## config.mk

```make
export PLATFORM = sky130hd
export DESIGN_NAME = sop_datapath
export DESIGN_NICKNAME = d
export VERILOG_FILES = /design/src/rtl/sop_pkg.sv /design/src/rtl/sop_out_buffer.sv /design/src/rtl/sop_datapath.sv
export SDC_FILE = /design/constraint.sdc
export NUM_CORES = 2
export LEC_CHECK = 0
export BUFFER_PORTS_ARGS = -buffer_cell sky130_fd_sc_hd__buf_2
export CORE_ASPECT_RATIO = 2
export CORE_UTILIZATION = 54
export CTS_CLUSTER_SIZE = 24
export DETAILED_ROUTE_END_ITERATION = 16
export MAX_ROUTING_LAYER = met4
export PLACE_DENSITY = 0.71
export SLEW_MARGIN = 20
export SYNTH_ARGS = -nofsm -noshare
export SYNTH_HDL_FRONTEND = slang
export SYNTH_HIERARCHICAL = 1
export SYNTH_SLANG_ARGS = --single-unit
```

## constraint.sdc

```tcl
create_clock -name clk_i -period 12.95 [get_ports clk_i]
set_input_delay 0.6475 -clock clk_i [delete_from_list [all_inputs] [get_ports clk_i]]
set_output_delay 0.6475 -clock clk_i [all_outputs]
set_load 0.02 [all_outputs]
```

## src/rtl/sop_pkg.sv

```systemverilog
/*
  Constants shared by the sum-of-products datapath and its output buffer.
  Assumes a single 125 MHz clock and a synchronous active-low reset.
*/
package sop_pkg;

  // ---------------------------------------------------------------
  // Widths
  // ---------------------------------------------------------------
  localparam int DATA_W = 32;
  localparam int INSTR_W = 4;
  localparam int PSEL_W = 3;
  localparam int CTL_W = INSTR_W + 1;
  localparam int BUF_DEPTH = 2;
  localparam int BUF_PTR_W = 1;
  localparam int BUF_CNT_W = 2;

  // ---------------------------------------------------------------
  // Pipeline select codes
  // ---------------------------------------------------------------
  localparam logic [PSEL_W-1:0] PSEL_FULL = 3'h0;
  localparam logic [PSEL_W-1:0] PSEL_FAST = 3'h2;

  // ---------------------------------------------------------------
  // Instruction word fields
  // ---------------------------------------------------------------
  localparam int OP_LSB = 0;
  localparam int HOLD_BIT = 2;
  localparam int OUT_BIT = 3;
  localparam int FAST_BIT = 4;

  typedef enum logic [1:0] {
    OP_NOP = 2'h0,
    OP_MUL = 2'h1,
    OP_CHAIN = 2'h2,
    OP_CHAIN_HOLD = 2'h3
  } op_t;

  // ---------------------------------------------------------------
  // Reset values and buffer full count
  // ---------------------------------------------------------------
  localparam logic [DATA_W-1:0] DATA_RST = 32'h0000_0000;
  localparam logic [CTL_W-1:0] CTL_RST = 5'h00;
  localparam logic [BUF_CNT_W-1:0] CNT_RST = 2'h0;
  localparam logic [BUF_CNT_W-1:0] CNT_FULL = 2'h2;

endpackage

```

## src/rtl/sop_out_buffer.sv

```systemverilog
/*
  Two-entry result buffer with valid and ready on both sides.
  Assumes the writer holds its word while in_ready_o is low.
*/
`timescale 1ns/100ps
module sop_out_buffer
  import sop_pkg::*;
(
  // Clock and reset
  input wire logic clk_i,
  input wire logic rstn_i,
  // Fill side
  input wire logic in_valid_i,
  input wire logic [DATA_W-1:0] in_data_i,
  output logic in_ready_o,
  // Drain side
  output logic out_valid_o,
  output logic [DATA_W-1:0] out_data_o,
  input wire logic out_ready_i
);

  logic [DATA_W-1:0] mem [BUF_DEPTH];
  logic [BUF_PTR_W-1:0] wr_ptr;
  logic [BUF_PTR_W-1:0] rd_ptr;
  logic [BUF_CNT_W-1:0] count;
  logic [BUF_PTR_W-1:0] next_wr_ptr;
  logic [BUF_PTR_W-1:0] next_rd_ptr;
  logic [BUF_CNT_W-1:0] next_count;
  logic push;
  logic pop;

  assign in_ready_o = (count != CNT_FULL);
  assign out_valid_o = (count != CNT_RST);
  assign out_data_o = mem[rd_ptr];

  always_comb
  begin
    push = in_valid_i && in_ready_o;
    pop = out_valid_o && out_ready_i;
    next_wr_ptr = push ? wr_ptr + 1'b1 : wr_ptr;
    next_rd_ptr = pop ? rd_ptr + 1'b1 : rd_ptr;
    next_count = count;
    if (push && !pop)
    begin
      next_count = count + 2'h1;
    end
    else if (pop && !push)
    begin
      next_count = count - 2'h1;
    end
  end

  always_ff @(posedge clk_i)
  begin
    if (!rstn_i)
    begin
      wr_ptr <= '0;
      rd_ptr <= '0;
      count <= CNT_RST;
      mem[0] <= DATA_RST;
      mem[1] <= DATA_RST;
    end
    else
    begin
      wr_ptr <= next_wr_ptr;
      rd_ptr <= next_rd_ptr;
      count <= next_count;
      if (push)
      begin
        mem[wr_ptr] <= in_data_i;
      end
    end
  end

endmodule

```

## src/rtl/sop_datapath.sv

```systemverilog
/*
  Pipelined multiply-accumulate datapath: operand and instruction
  registers, multiplier pipe, product register, ALU pipe, sum register,
  hold register and a two-entry result buffer on the output bus.
  Assumes a sequencer that drives one instruction and operand pair per
  clock and holds them while ready_o is low.
*/
`timescale 1ns/100ps

// Behaviour
// - Everything updates on rising clock edge.
// - Capture operands and instruction, start executing.
// - Mode 000: product in pipe, then register.
// - Mode 000: first coordinate 11, then four.
// - Hold register keeps partial sum or product.
// - Mode 010: first sum six, then four.
// - Mode 010: operands, product, sum registers only.
module sop_datapath
  import sop_pkg::*;
(
  // Clock and reset
  input wire logic clk_i,
  input wire logic rstn_i,
  // Instruction and operands
  input wire logic issue_valid_i,
  input wire logic [INSTR_W-1:0] instr_i,
  input wire logic [PSEL_W-1:0] pipeline_select_i,
  input wire logic [DATA_W-1:0] operand_bus_a_i,
  input wire logic [DATA_W-1:0] operand_bus_b_i,
  output logic ready_o,
  // Result bus
  output logic result_valid_o,
  output logic [DATA_W-1:0] result_o,
  input wire logic result_ready_i
);

  // ---------------------------------------------------------------
  // Stage registers
  // ---------------------------------------------------------------
  logic [DATA_W-1:0] operand_a_register;
  logic [DATA_W-1:0] operand_b_register;
  logic [CTL_W-1:0] instr_reg;
  logic instr_v;
  logic [DATA_W-1:0] mul_pipe;
  logic [CTL_W-1:0] mul_ctl;
  logic mul_v;
  logic [DATA_W-1:0] prod_reg;
  logic [CTL_W-1:0] prod_ctl;
  logic prod_v;
  logic [DATA_W-1:0] alu_pipe;
  logic [CTL_W-1:0] alu_ctl;
  logic alu_v;
  logic [DATA_W-1:0] sum_reg;
  logic sum_out;
  logic [DATA_W-1:0] hold_reg;

  logic [DATA_W-1:0] next_operand_a_register;
  logic [DATA_W-1:0] next_operand_b_register;
  logic [CTL_W-1:0] next_instr_reg;
  logic next_instr_v;
  logic [DATA_W-1:0] next_mul_pipe;
  logic [CTL_W-1:0] next_mul_ctl;
  logic next_mul_v;
  logic [DATA_W-1:0] next_prod_reg;
  logic [CTL_W-1:0] next_prod_ctl;
  logic next_prod_v;
  logic [DATA_W-1:0] next_alu_pipe;
  logic [CTL_W-1:0] next_alu_ctl;
  logic next_alu_v;
  logic [DATA_W-1:0] next_sum_reg;
  logic next_sum_out;
  logic [DATA_W-1:0] next_hold_reg;

  logic stall;
  logic buf_ready;
  logic [2*DATA_W-1:0] full_prod;
  logic [DATA_W-1:0] addend;
  logic [DATA_W-1:0] alu_sum;
  logic [DATA_W-1:0] s_src;
  logic [CTL_W-1:0] s_src_ctl;
  logic s_src_v;
  op_t alu_op;
  op_t s_op;

  // A full buffer freezes every stage, so a stalled receiver loses no
  // result; the cost is that the sequencer must honour ready_o.
  assign stall = !buf_ready;
  assign ready_o = buf_ready;

  // ---------------------------------------------------------------
  // Next-state logic
  // ---------------------------------------------------------------
  always_comb
  begin
    full_prod = operand_a_register * operand_b_register;
    alu_op = op_t'(prod_ctl[OP_LSB +: 2]);
    unique case (alu_op)
      OP_NOP: addend = DATA_RST;
      OP_MUL: addend = DATA_RST;
      OP_CHAIN: addend = sum_reg;
      OP_CHAIN_HOLD: addend = hold_reg;
    endcase
    alu_sum = prod_reg + addend;

    // Capture operands and instruction; execution starts here.
    next_operand_a_register = operand_bus_a_i;
    next_operand_b_register = operand_bus_b_i;
    next_instr_reg = {(pipeline_select_i == PSEL_FAST), instr_i};
    next_instr_v = issue_valid_i;

    // Mode 000 stops the product in the multiplier pipe first.
    next_mul_pipe = full_prod[DATA_W-1:0];
    next_mul_ctl = instr_reg;
    next_mul_v = instr_v && !instr_reg[FAST_BIT];
    if (instr_reg[FAST_BIT])
    begin
      next_prod_reg = full_prod[DATA_W-1:0];
      next_prod_ctl = instr_reg;
      next_prod_v = instr_v;
    end
    else
    begin
      next_prod_reg = mul_pipe;
      next_prod_ctl = mul_ctl;
      next_prod_v = mul_v;
    end

    next_alu_pipe = alu_sum;
    next_alu_ctl = prod_ctl;
    next_alu_v = prod_v && !prod_ctl[FAST_BIT];
    if (prod_ctl[FAST_BIT])
    begin
      s_src = alu_sum;
      s_src_ctl = prod_ctl;
      s_src_v = prod_v;
    end
    else
    begin
      s_src = alu_pipe;
      s_src_ctl = alu_ctl;
      s_src_v = alu_v;
    end
    s_op = op_t'(s_src_ctl[OP_LSB +: 2]);

    // The sum register only moves for a real add, so a running sum
    // survives idle slots between chained products.
    next_sum_reg = sum_reg;
    next_sum_out = 1'b0;
    if (s_src_v && (s_op != OP_NOP))
    begin
      next_sum_reg = s_src;
      next_sum_out = s_src_ctl[OUT_BIT];
    end

    next_hold_reg = hold_reg;
    if (prod_v && prod_ctl[HOLD_BIT])
    begin
      next_hold_reg = prod_reg;
    end
    else if (alu_v && alu_ctl[HOLD_BIT] && (alu_op == OP_NOP))
    begin
      next_hold_reg = alu_pipe;
    end
  end

  // ---------------------------------------------------------------
  // Registers
  // ---------------------------------------------------------------
  always_ff @(posedge clk_i)
  begin
    if (!rstn_i)
    begin
      operand_a_register <= DATA_RST;
      operand_b_register <= DATA_RST;
      instr_reg <= CTL_RST;
      instr_v <= 1'b0;
      mul_pipe <= DATA_RST;
      mul_ctl <= CTL_RST;
      mul_v <= 1'b0;
      prod_reg <= DATA_RST;
      prod_ctl <= CTL_RST;
      prod_v <= 1'b0;
      alu_pipe <= DATA_RST;
      alu_ctl <= CTL_RST;
      alu_v <= 1'b0;
      sum_reg <= DATA_RST;
      sum_out <= 1'b0;
      hold_reg <= DATA_RST;
    end
    else if (!stall)
    begin
      operand_a_register <= next_operand_a_register;
      operand_b_register <= next_operand_b_register;
      instr_reg <= next_instr_reg;
      instr_v <= next_instr_v;
      mul_pipe <= next_mul_pipe;
      mul_ctl <= next_mul_ctl;
      mul_v <= next_mul_v;
      prod_reg <= next_prod_reg;
      prod_ctl <= next_prod_ctl;
      prod_v <= next_prod_v;
      alu_pipe <= next_alu_pipe;
      alu_ctl <= next_alu_ctl;
      alu_v <= next_alu_v;
      sum_reg <= next_sum_reg;
      sum_out <= next_sum_out;
      hold_reg <= next_hold_reg;
    end
  end

  // ---------------------------------------------------------------
  // Result buffer
  // ---------------------------------------------------------------
  sop_out_buffer u_out_buffer (
    .clk_i(clk_i),
    .rstn_i(rstn_i),
    .in_valid_i(sum_out),
    .in_data_i(sum_reg),
    .in_ready_o(buf_ready),
    .out_valid_o(result_valid_o),
    .out_data_o(result_o),
    .out_ready_i(result_ready_i)
  );

endmodule

```

# Word-level counts from Yosys, hierarchy flattened
# Memories as Yosys holds them, arrays and structs flattened. A register that Yosys moved wholly into a read port is not among the register bits.
# Cells that the tools add are included.
# W data, S select, Z words.
dict set report word_totals {
  out_inout_bits 34
  ff_bits 252
  memories 1
  ram_bits 64
  latchBits 0
  romBits 0
}
dict set report classes {
  n_eq_ne 5
  div 0
  mul 1
  bitwise 0
  addsub 5
  n_shift 0
  n_lt_le_gt_ge 0
  reduce_logical 23
  n_mux 21
}
# name depth word_bits rd rd_clocked_by_memory_dff write_ports line
set mem_list {}
lappend mem_list {u_out_buffer.mem 2 32 1 1 2 sop_out_buffer.sv:22} ;# logic [DATA_W-1:0] mem [BUF_DEPTH];
# operator n
set op_table {}
lappend op_table {{$mux W32} 5}
lappend op_table {{$pmux W32 S3} 1}
lappend op_table {{$add A32 B32 Y32} 1}
lappend op_table {{$mul A32 B32 Y32} 1}
lappend op_table {{$reduce_or A32 Y1} 1}
lappend op_table {{$mux W1} 11}
lappend op_table {{$logic_and A1 B1 Y1} 10}
lappend op_table {{$reduce_bool A2 Y1} 4}
lappend op_table {{$mux W5} 1}
lappend op_table {{$eq A2 B2 Y1 const B} 2}
lappend op_table {{$logic_not A1 Y1} 4}
lappend op_table {{$mux W2} 2}
lappend op_table {{$mux W4} 1}
lappend op_table {{$reduce_and A2 Y1} 2}
lappend op_table {{$eq A3 B2 Y1 const B} 1}
lappend op_table {{$add A1 B1 Y1 const B} 2}
lappend op_table {{$add A2 B1 Y2 const B} 1}
lappend op_table {{$eq A2 B1 Y1 const B} 1}
lappend op_table {{$logic_not A2 Y1} 1}
lappend op_table {{$ne A2 B2 Y1 const B} 1}
lappend op_table {{$reduce_or A2 Y1} 1}
lappend op_table {{$sub A2 B1 Y2 const B} 1}

# Longest topological paths before layout
dict set report depth {
  depth_word 7
  depth_mapped 28
  depth_no_buf 26
}

# Hierarchy
# Netlist, hierarchy kept.
# mod area_per_inst_um2 cells_each n_inst
set by_module_without_submodules {}
lappend by_module_without_submodules {sop_datapath 27358.7 3082 1}
lappend by_module_without_submodules {sop_out_buffer 3015.4 231 1}

# Worst setup path after synthesis
# No wires, ideal clock.
dict set report synth_timing {
  kind {register -> register}
  start {reg operand_b_register[3]}
  end {reg prod_reg[29]}
  slack_ns 6.100
  stages_incl_launch_ff 25
  n_path_buf 2
  required_time_ns 12.834
  arrival_time_ns 6.734
  setup_time_ns 0.116
  path_cell_list {dfxtp_1 -> clkbuf_1 -> clkbuf_1 -> nand2_1 -> fa_1 -> fa_1 -> fa_1 -> fa_1 -> inv_1 -> fa_1 -> inv_1 -> fa_1 -> inv_1 -> fa_1 -> fa_1 -> ha_1 -> a21o_1 -> a21o_1 -> a21o_1 -> a211o_1 -> a211oi_1 -> nor2_1 -> xnor2_1 -> a211oi_1 -> a31o_2}
}
dict set report synth_via {
  elab_chain_len 2
}
# element line
set synth_rtl {}
lappend synth_rtl {{from (decl)} sop_datapath.sv:41} ;# logic [DATA_W-1:0] operand_b_register;
lappend synth_rtl {{from (signal assigned)} sop_datapath.sv:193} ;# operand_b_register <= next_operand_b_register;
lappend synth_rtl {{$mul A32 B32 Y32} sop_datapath.sv:95} ;# full_prod = operand_a_register * operand_b_register;
lappend synth_rtl {{$mux W32} sop_datapath.sv:115} ;# if (instr_reg[FAST_BIT])
lappend synth_rtl {{to (signal assigned)} sop_datapath.sv:199} ;# prod_reg <= next_prod_reg;
lappend synth_rtl {{to (decl)} sop_datapath.sv:47} ;# logic [DATA_W-1:0] prod_reg;
# No other way between the ends.
# A chain may end at the register's enable or synchronous reset.

# Final worst setup path
dict set report layout_timing {
  start {reg operand_a_register[10]}
  end {reg prod_reg[25]}
}
dict set report layout_via {
  elab_chain_len 2
}
# element line
set layout_rtl {}
lappend layout_rtl {{from (decl)} sop_datapath.sv:40} ;# logic [DATA_W-1:0] operand_a_register;
lappend layout_rtl {{from (signal assigned)} sop_datapath.sv:192} ;# operand_a_register <= next_operand_a_register;
lappend layout_rtl {{$mul A32 B32 Y32} sop_datapath.sv:95}
lappend layout_rtl {{$mux W32} sop_datapath.sv:115}
# No other way between the ends.

==> impl_metrics.csv <==
group,metric,value,unit
critical_path,cp_data_arrival_time,8630,ps
synthesis,ys_types,74,
critical_path,critical_path.startpoint,"operand_a_register[10]",
hold_path,min_from,"operand_bus_b_i[19]",
die,coreArea,55410,µm²
die,rows,122,
timing,fin_crit,8110,ps
synthesis,synthesis.area,30370,µm²
die,die-area,57260,µm²
global_route,grt_pass1_wl,135500,µm
timing,rsz0062_at_grt,"no",
critical_path,path_max_fanout,23,
timing,skew,20.07,ps
critical_path,worstReg2RegStart,"operand_a_register[10]",
detailed_routing,wirelength,85360,µm
die,start_util,0.5482,
detailed_routing,vias_per_cell,5.687,
clock_tree,cts.clk_slew.worst_paths,80,ps
detailed_routing,ant_nets,0,
clock_tree,root_buffer,"clkbuf_16",
critical_path,end_kind,"register",
synthesis,syn-mean-instance-area,9.168,µm²
global_route,grt_usage,0.3198,
clock_tree,clock-sinks,317,
cells_and_area,areaGrowthSynthToFinish,6.620,%
global_route,grt_pass1_vias,25250,
clock_tree,clk_latency,610,ps
timing,fin_setup_tns,0,ps
cells_and_area,diodes,0,
cells_and_area,regMostFlops,"u_out_buffer/mem",
critical_path,cp-start-kind,"register",
clock_tree,cts_inserted_buffers,30,
timing,post-route-period-util,0.6263,
cells_and_area,multi_input_area,21020,µm²
timing,fin_ws,4840,ps
cells_and_area,nFillCells,4981,
synthesis,netlist_top_cells_area,"fa_1 (27%), dfxtp_1 (17%), ha_1 (6.4%)",
placement,pre_cts_ws,4900,ps
clock_tree,cts_tree,"yes",
synthesis,synth_top_area_cell,"fa_1",
die,die_w,169.7,µm
cells_and_area,fin_util,0.5845,
synthesis,synth_edf_count,64,
cells_and_area,seqCellArea,6990,µm²
clock_tree,ctsHoldBuffers,0,
placement,placed_cell_area,31390,µm²
global_route,overflow,0,
synthesis,ys_seq_area_frac,0.2300,
critical_path,required,13470,ps
detailed_routing,drc,0,
detailed_routing,wire_per_inst,21.03,µm
cells_and_area,nets,3930,
detailed_routing,drt_iter0_drc,1340,
synthesis,ys_warn_count,6,
critical_path,worstSetupPathType,"reg -> reg",
pwr,power.density,154.5,nW/µm²
global_route,grt_max_degree,108,
synthesis,yosysTopAreaCellShare,0.2696,
synthesis,synthTopCellsByCount,"inv_1 (414), fa_1 (409), nand2_1 (393), nor2_1 (308), and2_1 (260)",
synthesis,syn_nets,3952,
critical_path,r2r_slack,4840,ps
synthesis,ys_seq_elements,317,
detailed_routing,dr.pass1.iters,6,
flow_run,drv_cap,0,
placement,finalWeightedCongestion,0.9795,
timing,tightest_slew,1215,ps
clock_tree,cts_setup_buffers,0,
hold_path,hold_depth,3,
synthesis,synth_top_flop_cell,"dfxtp_1",
timing,setup_viol,0,
run_status,outcome,"completed",
cells_and_area,largest_reg_flops,64,
cells_and_area,drive_gt1_frac,0.07934,
placement,io_buffers,108,
synthesis,async_reset_ff_frac,0,
global_route,antenna_found_initial,1,
pwr,leakagePower,0.01494,µW
detailed_routing,via_count,23080,
die,die_y,337.4,µm
timing,slew_violations,0,
clock_tree,ctsResizeCount,0,
timing,maxSlewHeadroom,0.1890,
critical_path,worst-r2r-cell-count,23,
timing,hold_ws,275.4,ps
synthesis,synth_cells,3313,
die,io_pins,109,
synthesis,yosysMostFrequentCell,"inv_1",
clock_tree,cts_buffer_depth,3,
placement,dp_hpwl,65120,µm
pwr,ir_drop,0.0002200,V
clock_tree,h-tree-depth,1,
cells_and_area,fin_area,32380,µm²
hold_path,hp-class,"in -> reg",
timing,max_freq,123.3,MHz
timing,hold_viol_final,0,
-- cell type report --
type                    instances  area share
multi-input cells            2373      0.6489
flip-flops and latches        317      0.2159
inverters                     415     0.04826
well taps                     744     0.02874
repair buffers                154     0.02735
clock buffers                  40     0.02685
clock inverters                16    0.004018
-- routing by layer --
metal  part of all wire  vias up  global-route usage
li1                   -    10480                   -
met4              0.081        0              0.2339
met1               0.33    11490              0.2959
met2               0.55      781              0.6017
met5                  0        -                   -
met3              0.042      335             0.03044
-- through the flow --
step / power, µW / cells
final: 5004 / 4059
after global routing: 5394 / 4059
after CTS: 5022 / 4059
after detailed placement: 4100 / 4003
after global placement: 4000 / 4003
after floorplan: 3347 / 3313
-- report_power, final --
part | internal, µW | leakage [µW] | switching, µW
Clock | 494 | 0.000487 | 406
Combinational | 1190 | 0.0117 | 1670
Sequential | 1120 | 0.00274 | 121
Total | 2810 | 0.0149 | 2190
-- cell usage in the layout (no fill, tap or decap), types with 6 or more instances in the layout --
cell type,n
clkbuf_8,6
mux2i_1,193
dfxtp_1,250
edfxtp_1,64
a41oi_1,6
xnor2_1,84
a21oi_1,95
nand2_1,392
fa_1,409
o21ai_0,63
o21a_1,13
a211oi_1,47
nor2_1,307
clkbuf_16,31
and3_1,10
buf_4,46
a311oi_1,34
o21bai_1,7
and2_1,260
xor2_1,26
a21o_1,36
nand3_1,65
buf_2,108
mux2_2,32
nor2b_1,33
ha_1,155
nor3_1,17
inv_1,414
-- logic make-up (layout without fill, tap and decap cells) --
family                   after synthesis  count (layout)  synth area share
AND/OR/NAND/NOR                     1118            1118            0.1714
buffers and inverters                623             625           0.07876
adder cells (fa/ha/maj)              564             564            0.3334
AO/OA/AOI/OAI                        353             353           0.07773
flip-flops                           317             317            0.2300
multiplexers                         227             227           0.07621
XOR/XNOR                             111             111           0.03246
-- worst max-delay path, stage by stage (launching register included) --
cell      delay, ps
dfxtp_1        1060
and2_1          260
fa_1            450
fa_1            450
fa_1            540
inv_1            50
fa_1            470
inv_1            50
fa_1            490
inv_1            60
fa_1            520
inv_1            50
fa_1            500
fa_1            420
ha_1            370
and3_1          260
and2_1          350
nand2_1          90
nor3_1          570
nor2_1          170
o21ba_2         260
xnor2_1         210
mux2i_1         120
a211oi_1        240
-- path summary, 6_finish.rpt --
kind,to
max,prod_reg[25]
min,operand_b_register[19]
max reg2reg,prod_reg[25]
min reg2reg,mul_v
Note: power is estimated with default switching activity, not from simulation.
